--- config.mk ---
export PLATFORM = sky130hd
export DESIGN_NAME = scrp_device_flat
export DESIGN_NICKNAME = d
export VERILOG_FILES = /design/src/scrp_pkg.sv /design/src/scrp_if.sv /design/src/scrp_device.sv /design/src/flat_wrapper.sv
export SDC_FILE = /design/constraint.sdc
export NUM_CORES = 1
export LEC_CHECK = 0
export BUFFER_PORTS_ARGS = -buffer_cell sky130_fd_sc_hd__buf_2
export CAP_MARGIN = 20
export CORE_UTILIZATION = 57
export CTS_BUF_LIST = sky130_fd_sc_hd__clkbuf_16
export DETAILED_ROUTE_END_ITERATION = 10
export MAX_ROUTING_LAYER = met4
export PLACE_DENSITY_LB_ADDON = 0.15
export SYNTH_ARGS = -nofsm -noshare
export SYNTH_HDL_FRONTEND = slang
export SYNTH_SLANG_ARGS = --single-unit
--- constraint.sdc ---
create_clock -name clk_sys -period 5.89 [get_ports clk_sys]
set_input_delay 1.178 -clock clk_sys [delete_from_list [all_inputs] [get_ports clk_sys]]
set_output_delay 1.178 -clock clk_sys [all_outputs]
set_load 0.02 [all_outputs]
--- src/scrp_pkg.sv ---
/*
  constants shared by both ends of the serial configuration port:
  frame field widths, link timing and register reset values.
  assumes a 250 MHz system clock on both ends.
*/
`default_nettype none

package scrp_pkg;

  // frame layout
  localparam int ADDR_BITS  = 12;
  localparam int DATA_BITS  = 32;
  localparam int FRAME_BITS = ADDR_BITS + DATA_BITS;

  // link timing: shift clock period in ns, system clock period in ns
  localparam int LINK_PERIOD_NS = 2000;
  localparam int SYS_PERIOD_NS  = 4;
  localparam int HALF_CYC       = (LINK_PERIOD_NS / 2) / SYS_PERIOD_NS;

  // register bank
  localparam int          NREG_DEFAULT = 4;
  localparam logic [31:0] REG_RESET    = 32'h0000_0000;

  // pin levels while idle or held in reset
  localparam logic        SDO_IDLE     = 1'b0;
  localparam logic        SOFTRST_IDLE = 1'b1;
  localparam logic        CFGRST_IDLE  = 1'b1;

endpackage

`default_nettype wire

--- src/scrp_if.sv ---
/*
  serial configuration link between the configuration controller
  (host) and the configuration port in programmable logic (dev).
  all wires are point to point; no two-way pins.
*/
`default_nettype none

interface scrp_if;
  logic serialShiftClock;
  logic transferLoadStrobe;
  logic writeNotReadSelect;
  logic serialDataToDevice;
  logic serialDataFromDevice;
  logic defaultConfigResetN;
  logic softResetRequestN;

  // configuration port end
  modport dev (
    input  serialShiftClock,
    input  transferLoadStrobe,
    input  writeNotReadSelect,
    input  serialDataToDevice,
    input  defaultConfigResetN,
    output serialDataFromDevice,
    output softResetRequestN
  );

  // configuration controller end
  modport host (
    output serialShiftClock,
    output transferLoadStrobe,
    output writeNotReadSelect,
    output serialDataToDevice,
    output defaultConfigResetN,
    input  serialDataFromDevice,
    input  softResetRequestN
  );
endinterface

`default_nettype wire

--- src/scrp_device.sv ---
/*
  configuration port end: receives address and data frames over the
  serial link, keeps a bank of configuration registers and returns
  read data serially.
  assumes the link pins are asynchronous to clk_sys and that the shift
  clock is slow enough to be sampled by clk_sys.
*/
`default_nettype none

module scrp_device
  import scrp_pkg::*;
#(
  parameter int NREG = NREG_DEFAULT
) (
  input  wire logic                  clk_sys,
  input  wire logic                  rst,
  input  wire logic                  ce,
  scrp_if.dev                        link,
  output logic     [NREG*32-1:0]     cfgRegs,
  output logic                       wrPulse,
  output logic     [ADDR_BITS-1:0]   wrAddr,
  output logic                       rdPulse,
  input  wire logic                  softResetReq
);

  localparam int IDXW = (NREG > 1) ? $clog2(NREG) : 1;
  localparam int NPIN = 5;
  // pin order: shift clock, load, direction, data in, config reset
  localparam logic [NPIN-1:0] PIN_RESET = {4'h0, CFGRST_IDLE};

  typedef enum logic {
    S_RECV = 1'b0,
    S_SEND = 1'b1
  } scrp_dstate_t;

  logic [NPIN-1:0]       pinRaw;
  logic [NPIN-1:0]       meta_q;
  logic [NPIN-1:0]       sync_q;
  logic                  sclkPrev_q;
  logic                  loadPrev_q;
  logic                  sclkS;
  logic                  loadS;
  logic                  wnrS;
  logic                  sdiS;
  logic                  cfgRstNS;
  logic                  sclkRise;
  logic                  sclkFall;
  logic                  loadRise;
  scrp_dstate_t          state_q;
  logic [FRAME_BITS-1:0] rxSr_q;
  logic [DATA_BITS-1:0]  txSr_q;
  logic [4:0]            sendCnt_q;
  logic [31:0]           reg_q [NREG];
  logic [ADDR_BITS-1:0]  wrAddrIn;
  logic [DATA_BITS-1:0]  wrDataIn;
  logic [ADDR_BITS-1:0]  rdAddrIn;
  logic                  wrMapped;
  logic                  rdMapped;
  logic [IDXW-1:0]       wrIdx;
  logic [IDXW-1:0]       rdIdx;
  logic                  wrHit;
  logic                  rdHit;
  logic [31:0]           rdWord;
  logic                  softRst_q;
  logic                  wrPulse_q;
  logic [ADDR_BITS-1:0]  wrAddr_q;
  logic                  rdPulse_q;

  assign pinRaw = {link.serialShiftClock, link.transferLoadStrobe,
                   link.writeNotReadSelect, link.serialDataToDevice,
                   link.defaultConfigResetN};

  // two-stage synchroniser per link pin
  for (genvar p = 0; p < NPIN; p++) begin : g_sync
    always_ff @(posedge clk_sys) begin
      if (rst) begin
        meta_q[p] <= PIN_RESET[p];
        sync_q[p] <= PIN_RESET[p];
      end else if (ce) begin
        meta_q[p] <= pinRaw[p];
        sync_q[p] <= meta_q[p];
      end
    end
  end

  assign sclkS    = sync_q[4];
  assign loadS    = sync_q[3];
  assign wnrS     = sync_q[2];
  assign sdiS     = sync_q[1];
  assign cfgRstNS = sync_q[0];

  // edge detection on the synchronised shift clock and load strobe
  always_ff @(posedge clk_sys) begin
    if (rst) begin
      sclkPrev_q <= 1'b0;
      loadPrev_q <= 1'b0;
    end else if (ce) begin
      sclkPrev_q <= sclkS;
      loadPrev_q <= loadS;
    end
  end

  // shift clock is sampled, never used as a clock
  assign sclkRise = sclkS & ~sclkPrev_q;
  assign sclkFall = ~sclkS & sclkPrev_q;
  assign loadRise = loadS & ~loadPrev_q;

  // frame decode: address ahead of data, both MSB first
  assign wrAddrIn = rxSr_q[FRAME_BITS-1:DATA_BITS];
  assign wrDataIn = rxSr_q[DATA_BITS-1:0];
  assign rdAddrIn = rxSr_q[ADDR_BITS-1:0];
  assign wrMapped = ({20'h0_0000, wrAddrIn} < 32'(NREG));
  assign rdMapped = ({20'h0_0000, rdAddrIn} < 32'(NREG));
  assign wrIdx    = wrAddrIn[IDXW-1:0];
  assign rdIdx    = rdAddrIn[IDXW-1:0];
  assign wrHit    = loadRise & wnrS;
  assign rdHit    = loadRise & ~wnrS;
  assign rdWord   = rdMapped ? reg_q[rdIdx] : 32'h0000_0000;

  // serial input shift, cleared on the load edge and frozen while the load strobe stays high
  always_ff @(posedge clk_sys) begin
    if (rst) begin
      rxSr_q <= '0;
    end else if (ce) begin
      if (loadRise) begin
        rxSr_q <= '0;
      end else if (sclkRise && !loadS) begin
        rxSr_q <= {rxSr_q[FRAME_BITS-2:0], sdiS};
      end
    end
  end

  // read sequencer: bit 0 on the load edge, then one bit per falling edge
  always_ff @(posedge clk_sys) begin
    if (rst) begin
      state_q   <= S_RECV;
      txSr_q    <= '0;
      sendCnt_q <= 5'h00;
    end else if (ce) begin
      if (!cfgRstNS) begin
        state_q   <= S_RECV;
        txSr_q    <= '0;
        sendCnt_q <= 5'h00;
      end else if (rdHit) begin
        state_q   <= S_SEND;
        txSr_q    <= rdWord;
        sendCnt_q <= 5'h00;
      end else if (wrHit) begin
        state_q   <= S_RECV;
        txSr_q    <= '0;
      end else begin
        unique case (state_q)
          S_RECV: begin
            txSr_q <= '0;
          end
          S_SEND: begin
            // the fall that ends the load strobe keeps bit 0 on the line
            if (sclkFall && !loadS && !loadPrev_q) begin
              if (sendCnt_q == 5'h1F) begin
                state_q <= S_RECV;
                txSr_q  <= '0;
              end else begin
                txSr_q    <= {1'b0, txSr_q[DATA_BITS-1:1]};
                sendCnt_q <= sendCnt_q + 5'h01;
              end
            end
          end
        endcase
      end
    end
  end

  // register bank, defaults held while the config reset is low
  for (genvar r = 0; r < NREG; r++) begin : g_reg
    always_ff @(posedge clk_sys) begin
      if (rst || !cfgRstNS) begin
        reg_q[r] <= REG_RESET;
      end else if (ce && wrHit && wrMapped && (wrIdx == IDXW'(r))) begin
        reg_q[r] <= wrDataIn;
      end
    end
    assign cfgRegs[r*32 +: 32] = reg_q[r];
  end

  // user-side strobes and the soft reset request pin
  always_ff @(posedge clk_sys) begin
    if (rst) begin
      wrPulse_q <= 1'b0;
      wrAddr_q  <= '0;
      rdPulse_q <= 1'b0;
      softRst_q <= 1'b0;
    end else if (ce) begin
      wrPulse_q <= wrHit & cfgRstNS;
      rdPulse_q <= rdHit & cfgRstNS;
      softRst_q <= softResetReq;
      if (wrHit) begin
        wrAddr_q <= wrAddrIn;
      end
    end
  end

  assign wrPulse                   = wrPulse_q;
  assign wrAddr                    = wrAddr_q;
  assign rdPulse                   = rdPulse_q;
  // low while idle, bit stream while sending
  assign link.serialDataFromDevice = txSr_q[0];
  assign link.softResetRequestN    = ~softRst_q;

endmodule

`default_nettype wire

--- src/flat_wrapper.sv ---
// flat-port wrapper written by rule: the top's interface ports become plain ports
module scrp_device_flat import scrp_pkg::*;
#(
  parameter int NREG = NREG_DEFAULT
)
  (clk_sys, rst, ce, cfgRegs, wrPulse, wrAddr, rdPulse, softResetReq, link_serialShiftClock, link_transferLoadStrobe, link_writeNotReadSelect, link_serialDataToDevice, link_defaultConfigResetN, link_serialDataFromDevice, link_softResetRequestN);
  scrp_if link_i ();
  input  wire logic clk_sys;
  input  wire logic rst;
  input  wire logic ce;
  output logic     [NREG*32-1:0] cfgRegs;
  output logic wrPulse;
  output logic     [ADDR_BITS-1:0] wrAddr;
  output logic rdPulse;
  input  wire logic softResetReq;
  input wire logic [$bits(link_i.serialShiftClock)-1:0] link_serialShiftClock;
  input wire logic [$bits(link_i.transferLoadStrobe)-1:0] link_transferLoadStrobe;
  input wire logic [$bits(link_i.writeNotReadSelect)-1:0] link_writeNotReadSelect;
  input wire logic [$bits(link_i.serialDataToDevice)-1:0] link_serialDataToDevice;
  input wire logic [$bits(link_i.defaultConfigResetN)-1:0] link_defaultConfigResetN;
  output wire logic [$bits(link_i.serialDataFromDevice)-1:0] link_serialDataFromDevice;
  output wire logic [$bits(link_i.softResetRequestN)-1:0] link_softResetRequestN;
  assign link_i.serialShiftClock = link_serialShiftClock;
  assign link_i.transferLoadStrobe = link_transferLoadStrobe;
  assign link_i.writeNotReadSelect = link_writeNotReadSelect;
  assign link_i.serialDataToDevice = link_serialDataToDevice;
  assign link_i.defaultConfigResetN = link_defaultConfigResetN;
  assign link_serialDataFromDevice = link_i.serialDataFromDevice;
  assign link_softResetRequestN = link_i.softResetRequestN;
  scrp_device #(.NREG(NREG)) u_core (.clk_sys(clk_sys), .rst(rst), .ce(ce), .link(link_i), .cfgRegs(cfgRegs), .wrPulse(wrPulse), .wrAddr(wrAddr), .rdPulse(rdPulse), .softResetReq(softResetReq));
endmodule
# --- After elaboration in Yosys (flattened, before gate mapping) ---
# Memories as Yosys holds them, arrays and structs flattened. A register that Yosys moved wholly into a read port is not among the register bits.
# Cells that the tools add are included.
word_totals:
  regBits: 109
  latchBits: 0
  mem_bits_rw: 128
  romBits: 0
  inputBits: 9
  out_inout_bits: 144
  elab_cells: 110
  n_memories: 1
classes:
  n_addsub: 1
  mul: 0
  div_mod_pow: 0
  order_cmp: 2
  n_eq_ne: 9
  shifts: 0
  muxes: 41
  bitwise_logic: 17
  n_reduce_logical: 19
mem_list:
  columns: ["memory", "depth", "width", "rd", "rd_clocked_by_memory_dff", "write_ports", "line_no", "text"]
  rows:
  - ["u_core.reg_q", 4, 32, 5, 1, 4, "scrp_device.sv:53", "logic [31:0] reg_q [NREG];"]
ops:
  columns: ["operator", "count"]
  rows:
  - ["$mux 32", 9]
  - ["$mux 44", 2]
  - ["$pmux 32 s2", 1]
  - ["$mux 31", 1]
  - ["$mux 5", 6]
  - ["$lt 12x3->1 const B", 2]
  - ["$mux 1", 20]
  - ["$ne 3x3->1 const B", 4]
  - ["$logic_and 1x1->1", 9]
  - ["$and 1x1->1", 7]
  - ["$not 1->1", 6]
  - ["$reduce_and 2->1", 3]
  - ["$add 5x1->5 const B", 1]
  - ["$eq 5x5->1 const B", 1]
  - ["$ne 5x5->1 const B", 1]
  - ["$reduce_and 5->1", 1]
  - ["$eq 2x2->1 const B", 2]
  - ["$mux 2", 2]
  - ["$or 1x1->1", 4]
  - ["$logic_not 1->1", 3]
  - ["$eq 2x1->1 const B", 1]
  - ["$logic_not 2->1", 1]
  - ["$reduce_bool 2->1", 1]
  - ["$logic_or 1x1->1", 1]

# --- Logic depth before layout (Yosys ltp) ---
# Gate-level depths: netlist of run 1.
depth:
  ltp_word: 10
  depth_mapped: 9
  ltp_nobuf: 7

# --- Worst setup path after synthesis of run 1 ---
# OpenSTA, ideal clock, no wires.
synth_timing:
  kind: "input to register"
  from: "input ce"
  to: "memory u_core.reg_q[0][0] (enable)"
  setup_ns: 0.470
  t_arrival_ns: 4.324
  required_ns: 5.420
  path_slack_ns: 1.096
  stages: 5
  n_path_buf: 2
  path_cell_list: "buf_2 > and4b_1 > buf_2 > nand4_4 > o31ai_1"
synth_rtl:
  columns: ["element", "line_no", "text"]
  rows:
  - ["start: declaration", "flat_wrapper.sv:10", "input wire logic ce;"]
  - ["end: declaration", "scrp_device.sv:53", null]

==> impl_metrics.toml, run 1 <==
[worst_setup_path]
slowest_delay_ps = 750
crit_path_launch_type = "input pin"
cp.arrival_ps = 3980
worst_path_fanout_max = 25
flop2flop_setup_slack_ps = 2920
critical_path_required_ps = 6280
critPathSlowestCell = "nor4_4"
crit_chain = "buf_2 > and4b_1 > nand4_4 > nor4_4 > buf_4 > and2_1"
criticalPathCategory = "in2reg"
end_kind = "register"

[cells_and_area]
fraction_of_final_layout_cells_sized_beyond_drive_strength_1 = 0.2645
register_area_sq_mm = 0.006067
postLayoutCoreUtil = 0.6827
multi_input_gate_area_in_the_final_layout_sq_mm = 0.003786
mostFrequentLayoutCell = "buf_2"
layout_common_cells = "buf_2 (151), and2_1 (129), edfxtp_1 (128)"
stdcell_count = 1189
syn_to_final_growth_pct = 16.35
antenna_cells = 0
nNetsFinal = 956
final_cell_area_sq_mm = 0.01185
nFillCells = 1221

[sta]
timing.fmax_mhz = 278.2
timing.final.hold_violations = 0
fin_crit_ps = 3595
timing.setup.tns_ps = 0
maxSlewHeadroom = 0.3060
period_share = 0.6103
final_layout_worst_hold_slack_ps = 444.8
setup_ws_ps = 2295
worst_clock_skew_ps = 35.05
timing_worst_slew_pin_value_ps = 1041
grt_setup_unrepaired = "false"
final_max_slew_viol_count = 0
setup_viol = 0

[placed_design]
dpl_cell_area_sq_mm = 0.01109
io_buffer_count = 152
place.detailed.hpwl_microns = 15560
gpl.final_weighted_congestion = 0.8432
place_ws_ps = 1820
place.detailed.instances = 1142

[global_route]
antenna_found_initial = 0
grt_overflow_total = 0
grt_first_pass_wirelength_microns = 38070
grt_max_degree = 67
grt_pass1_vias = 6895
track_usage = 0.2787

[synthesis]
synth.ff_latch_count = 239
yosys_warnings = 0
syn_avg_cell_area_sq_um = 12.43
largest_area_contributor_in_the_netlist = "edfxtp_1"
syn-instance-count = 819
netlist_top_cells_area = "edfxtp_1 (38%), dfxtp_1 (22%), and2_1 (8.0%)"
synth_seq_area_share = 0.5957
ys_types = 49
syn-cell-area_sq_mm = 0.01018
syn_nets = 830
synth.top_cell.area_share = 0.3774

[clock_tree]
clkLatencyLatePin_ps = 530
cts_tree = "built"
cts.reportedPaths.clkPinSlew_ps = 60
number_of_buffers_inserted_during_clock_tree_synthesis = 25
post_cts_buffers = 0
cts_resized = 0
root_buffer = "clkbuf_16"
cts_max_level = 1
clockBufferDepth = 3
holdBufCountCts = 0
clkSinkCount = 239

[power]
p_int_mw = 2.695
power.static_leakage_nw = 4.827
net-switching-power_mw = 0.8255
power-per-cell-area_mw_per_mm2 = 297.1
pwr-share-seq = 0.523
total_power_mw = 3.521
vdd_drop_max_uv = 219.5
power_switching_share = 0.2345
power.share.combinational = 0.067
power.clock.fraction = 0.410

[detailed_routing]
vias = 7258
route.final.wire_length_microns = 24640
detail_route.drc_violations = 0
first_pass_iters = 5
ant_nets = 0
routed_wirelength_normalized_by_instance_count_microns = 20.72
routed_via_density = 6.104
detailedRoute.firstIterationViolations = 586

[floorplan]
placeableCoreArea_sq_mm = 0.01736
die_y_microns = 135.7
placement_rows = 48
die_area_sq_mm = 0.01841
die_width_microns = 135.7
ioPinCount = 153
initial_core_util = 0.5867

[flow_run]
drv.max_cap_violation_count = 0

[run_status]
outcome = "complete, no violations"

[hold_path]
hold_path.class = "reg2reg"
[registers in the layout (all words and copies together), names as in the netlist, 5 cells and up, named ones only]
signal            flops
u_core.sendCnt_q      5
u_core.meta_q         5
u_core.wrAddr        12
u_core.reg_q        128
u_core.txSr_q        32
u_core.rxSr_q        44
[power by group through the flow]
stage | sequential (mW) | combinational, mW | clock [mW]
after floorplan | 1.93 | 0.0913 | 0
after global placement | 1.87 | 0.231 | 0
after detailed placement | 1.88 | 0.234 | 0
after CTS | 1.84 | 0.235 | 1.46
after global routing | 1.85 | 0.249 | 1.54
final | 1.84 | 0.235 | 1.44
[final timing paths]
kind | from | end | cells after the start
worst max-delay path | ce | u_core.reg_q[2][5] | 6
worst min-delay path | u_core.txSr_q[1] | u_core.txSr_q[1] | 1
worst max register to register | u_core.loadS | u_core.reg_q[2][5] | 5
worst min register to register | u_core.txSr_q[1] | u_core.txSr_q[1] | 1
[final cells by class]
class | count | share of cell area
Sequential cell | 239 | 0.5120
Multi-Input combinational cell | 490 | 0.3195
Timing Repair Buffer | 167 | 0.07423
Clock buffer | 25 | 0.05280
Tap cell | 225 | 0.02376
Clock inverter | 21 | 0.01067
Inverter | 22 | 0.006969
[per-layer routing]
metal / routed length, microns / up-vias / GRT usage
li1: - / 3274 / -
met5: 0 / - / -
met2: 11820 / 319 / 0.4342
met1: 10570 / 3624 / 0.3820
met4: 497 / 0 / 0.07428
met3: 1750 / 41 / 0.04302
[cell families after synthesis]
logic type	Yosys count	share of synthesized area
AO/OA/AOI/OAI	140	0.09633
adder cells (fa/ha/maj)	2	0.002457
buffers and inverters	90	0.03919
flip-flops	239	0.5957
multiplexers	60	0.09829
AND/OR/NAND/NOR	288	0.1681
[critical path: cells and delay by family]
family                 cells  cell delay, ps
buffers and inverters      2             830
AND/OR/NAND/NOR            4            1940
[synth_stat cells (all sizes together)]
master and n:
clkbuf 24, a22oi 45, nand2 30, and3 18
o22ai 15, nor2 66, o311a 1, o31ai 4
mux4 32, nand4 17, o211ai 1, and4bb 1
ha 2, or4 3, a31oi 15, nand3 6
dfxtp 111, and2 130, o21ai 6, buf 44
o2bb2ai 1, nand2b 1, nor4b 1, a32oi 3
clkinv 2, and4b 1, mux2i 28, a211oi 5
nor3 1, and3b 1, a21o 13, o311ai 1
edfxtp 128, nor4 8, nor2b 2, a21oi 17
nor3b 2, inv 20, a2111oi 13
Power figures use the tool's default switching activity.
==> run 2: changes to the inputs <==
Settings changed: ABC_AREA from default to 1, CORE_UTILIZATION 57 to 58.
Clock period 5.89 ns to 3.54 ns, I/O delays scaled along.
==> run 2 against run 1 <==
Compared with the run above:
- critical path depth up 1
- synthesized cell count is 73% higher
- setup slack worse by 1200 ps
- cell count increased by 52%
- register-to-register slack lost 1800 ps
- clock power grew 71%
- area after synthesis is 11% higher
- largest power group unchanged
==> impl_metrics.toml, run 2 <==
[run_status]
outcome = "complete, no violations"

[worst_setup_path]
criticalPathCategory = "reg2reg"
worst_path_fanout_max = 25
crit_path_launch_type = "register"
critical_path_required_ps = 3760
cp.arrival_ps = 2640
end_kind = "register"

[cells_and_area]
fraction_of_final_layout_cells_sized_beyond_drive_strength_1 = 0.1469
largest_register_ff_count = 128
mostFrequentLayoutCell = "nand2_1"
nFillCells = 1612
antenna_cells = 0
nNetsFinal = 1545
multi_input_gate_area_in_the_final_layout_sq_mm = 0.003884
postLayoutCoreUtil = 0.6817
syn_to_final_growth_pct = 14.05
largestRegisters = "u_core.reg_q: 128 flops, u_core.rxSr_q: 44 flops, u_core.txSr_q: 32 flops"
top_register = "u_core.reg_q"
layout_common_cells = "nand2_1 (343), inv_1 (240), nor2_1 (236)"
register_area_sq_mm = 0.006067

[synthesis]
largest_area_contributor_in_the_netlist = "edfxtp_1"
netlist_top_cells_area = "edfxtp_1 (34%), dfxtp_1 (20%), nand2_1 (11%)"
synth.top_cell.area_share = 0.3404
post_synth_fa_ha_maj_area_fraction = 0.002216
syn_avg_cell_area_sq_um = 7.953
post_synth_most_frequent_cells = "nand2_1 (343), nor2_1 (237), inv_1 (234)"
yosys_warnings = 0
yosys_most_used_dff = "edfxtp_1"
yosys.cell_count.top_type = "nand2_1"
synth.mux.area_fraction = 0
synth.ff_latch_count = 239
synthArstFlopShare = 0
area_fraction_in_compound_gates_after_synthesis = 0.06304
synth-edff-count = 128
synth_seq_area_share = 0.5371
ys_types = 29
syn-instance-count = 1420
synth_xor_xnor_area_share = 0
synthSimpleGateAreaFrac = 0.2778
syn_nets = 1431
syn-cell-area_sq_mm = 0.01129
synth_top_family_by_area = "simple AND/OR/NAND/NOR gates"

[sta]
grt_setup_unrepaired = "false"
timing.fmax_mhz = 413.8
final_max_slew_viol_count = 0
timing.setup.tns_ps = 0
timing.final.hold_violations = 0
worst_clock_skew_ps = 7.238
timing_worst_slew_pin_value_ps = 748.2
maxSlewHeadroom = 0.5012
fin_crit_ps = 2417
final_layout_worst_hold_slack_ps = 408.6
period_share = 0.6827
setup_viol = 0

[detailed_routing]
first_pass_iters = 5
vias = 9510
detail_route.drc_violations = 0
routed_wirelength_normalized_by_instance_count_microns = 15.87
routed_via_density = 5.248
detailedRoute.firstIterationViolations = 772
ant_nets = 0
route.final.wire_length_microns = 28750

[floorplan]
die_area_sq_mm = 0.02003
initial_core_util = 0.5977
die_y_microns = 141.5
placeableCoreArea_sq_mm = 0.01889
placement_rows = 50
die_width_microns = 141.5
ioPinCount = 153

[global_route]
antenna_found_initial = 0
grt_first_pass_wirelength_microns = 44680
track_usage = 0.2960
grt_overflow_total = 0
grt_max_degree = 65
grt_pass1_vias = 8603

[power]
p_int_mw = 4.719
power.clock.fraction = 0.379
vdd_drop_max_uv = 384.6
power.static_leakage_nw = 5.636
power.share.combinational = 0.132
power-per-cell-area_mw_per_mm2 = 503.9
pwr-share-seq = 0.489
power_switching_share = 0.2729
net-switching-power_mw = 1.771

[clock_tree]
post_cts_buffers = 0
holdBufCountCts = 0
clkLatencyLatePin_ps = 520
cts_resized = 0
clkSinkCount = 239
clockBufferDepth = 3
number_of_buffers_inserted_during_clock_tree_synthesis = 24
root_buffer = "clkbuf_16"
cts_tree = "built"
cts.reportedPaths.clkPinSlew_ps = 60
cts_max_level = 1

[placed_design]
io_buffer_count = 152
place.detailed.hpwl_microns = 19210
gpl.final_weighted_congestion = 0.8902

[flow_run]
drv.max_cap_violation_count = 0

[hold_path]
hold_path.class = "in2reg"
==> run 2: kinds of logic (layout without fill, tap and decap cells) <==
family / Yosys count / after routing
AOI/OAI and AO/OA: 118 / 118
and+or+nand+nor: 740 / 740
adders and majority gates: 2 / 2
DFF: 239 / 239
buffers and inverters: 321 / 453
==> run 2: per-layer routing <==
metal,vias up,GRT usage,share of wire
li1,4671,-,-
met1,4431,0.3890,0.42
met2,344,0.4802,0.48
met3,64,0.03037,0.068
met4,0,0.1041,0.030
met5,-,-,0
==> run 2: through the flow <==
step,setup slack (ps),total power [mW],std cells,instance area [sq um]
2_1_floorplan,1133,3.795,1420,11290
3_3_place_gp,991.1,4.063,1768,12120
3_5_place_dp,974.1,4.079,1768,12120
4_1_cts,1105,6.506,1812,12880
5_1_grt,994.0,6.705,1812,12880
6_report,1123,6.490,1812,12880
==> run 2: cell type report <==
cell class,instances,share of cell area
Clock inverter,19,0.01059
Multi-Input combinational cell,860,0.3015
Timing Repair Buffer,173,0.07422
Sequential cell,239,0.4710
Tap cell,260,0.02526
Clock buffer,25,0.04857
Inverter,236,0.06878
==> run 2: power groups by stage <==
stage | combinational, mW | sequential [mW] | clock [mW]
final | 0.858 | 3.17 | 2.46
after global routing | 0.943 | 3.19 | 2.58
after CTS | 0.854 | 3.17 | 2.48
after detailed placement | 0.849 | 3.23 | 0
after global placement | 0.833 | 3.23 | 0
after floorplan | 0.493 | 3.30 | 0
==> run 2: final timing paths <==
check	from	to	slack, ps	depth (start not counted)
setup / recovery	u_core.loadS	u_core.reg_q[1][24]	1120	7
hold / removal	link_defaultConfigResetN	u_core.meta_q[0]	410	3
hold reg to reg	u_core.wrAddr[4]	u_core.wrAddr[4]	450	2
setup reg to reg	u_core.loadS	u_core.reg_q[1][24]	1120	7
==> run 2: critical path, stage by stage (launching register included) <==
cell and delay [ps]:
dfxtp_1 420, inv_2 90, nor2_4 150, nand3_4 290
nor2_4 290, nand3_1 100, nand2_1 480, buf_12 250
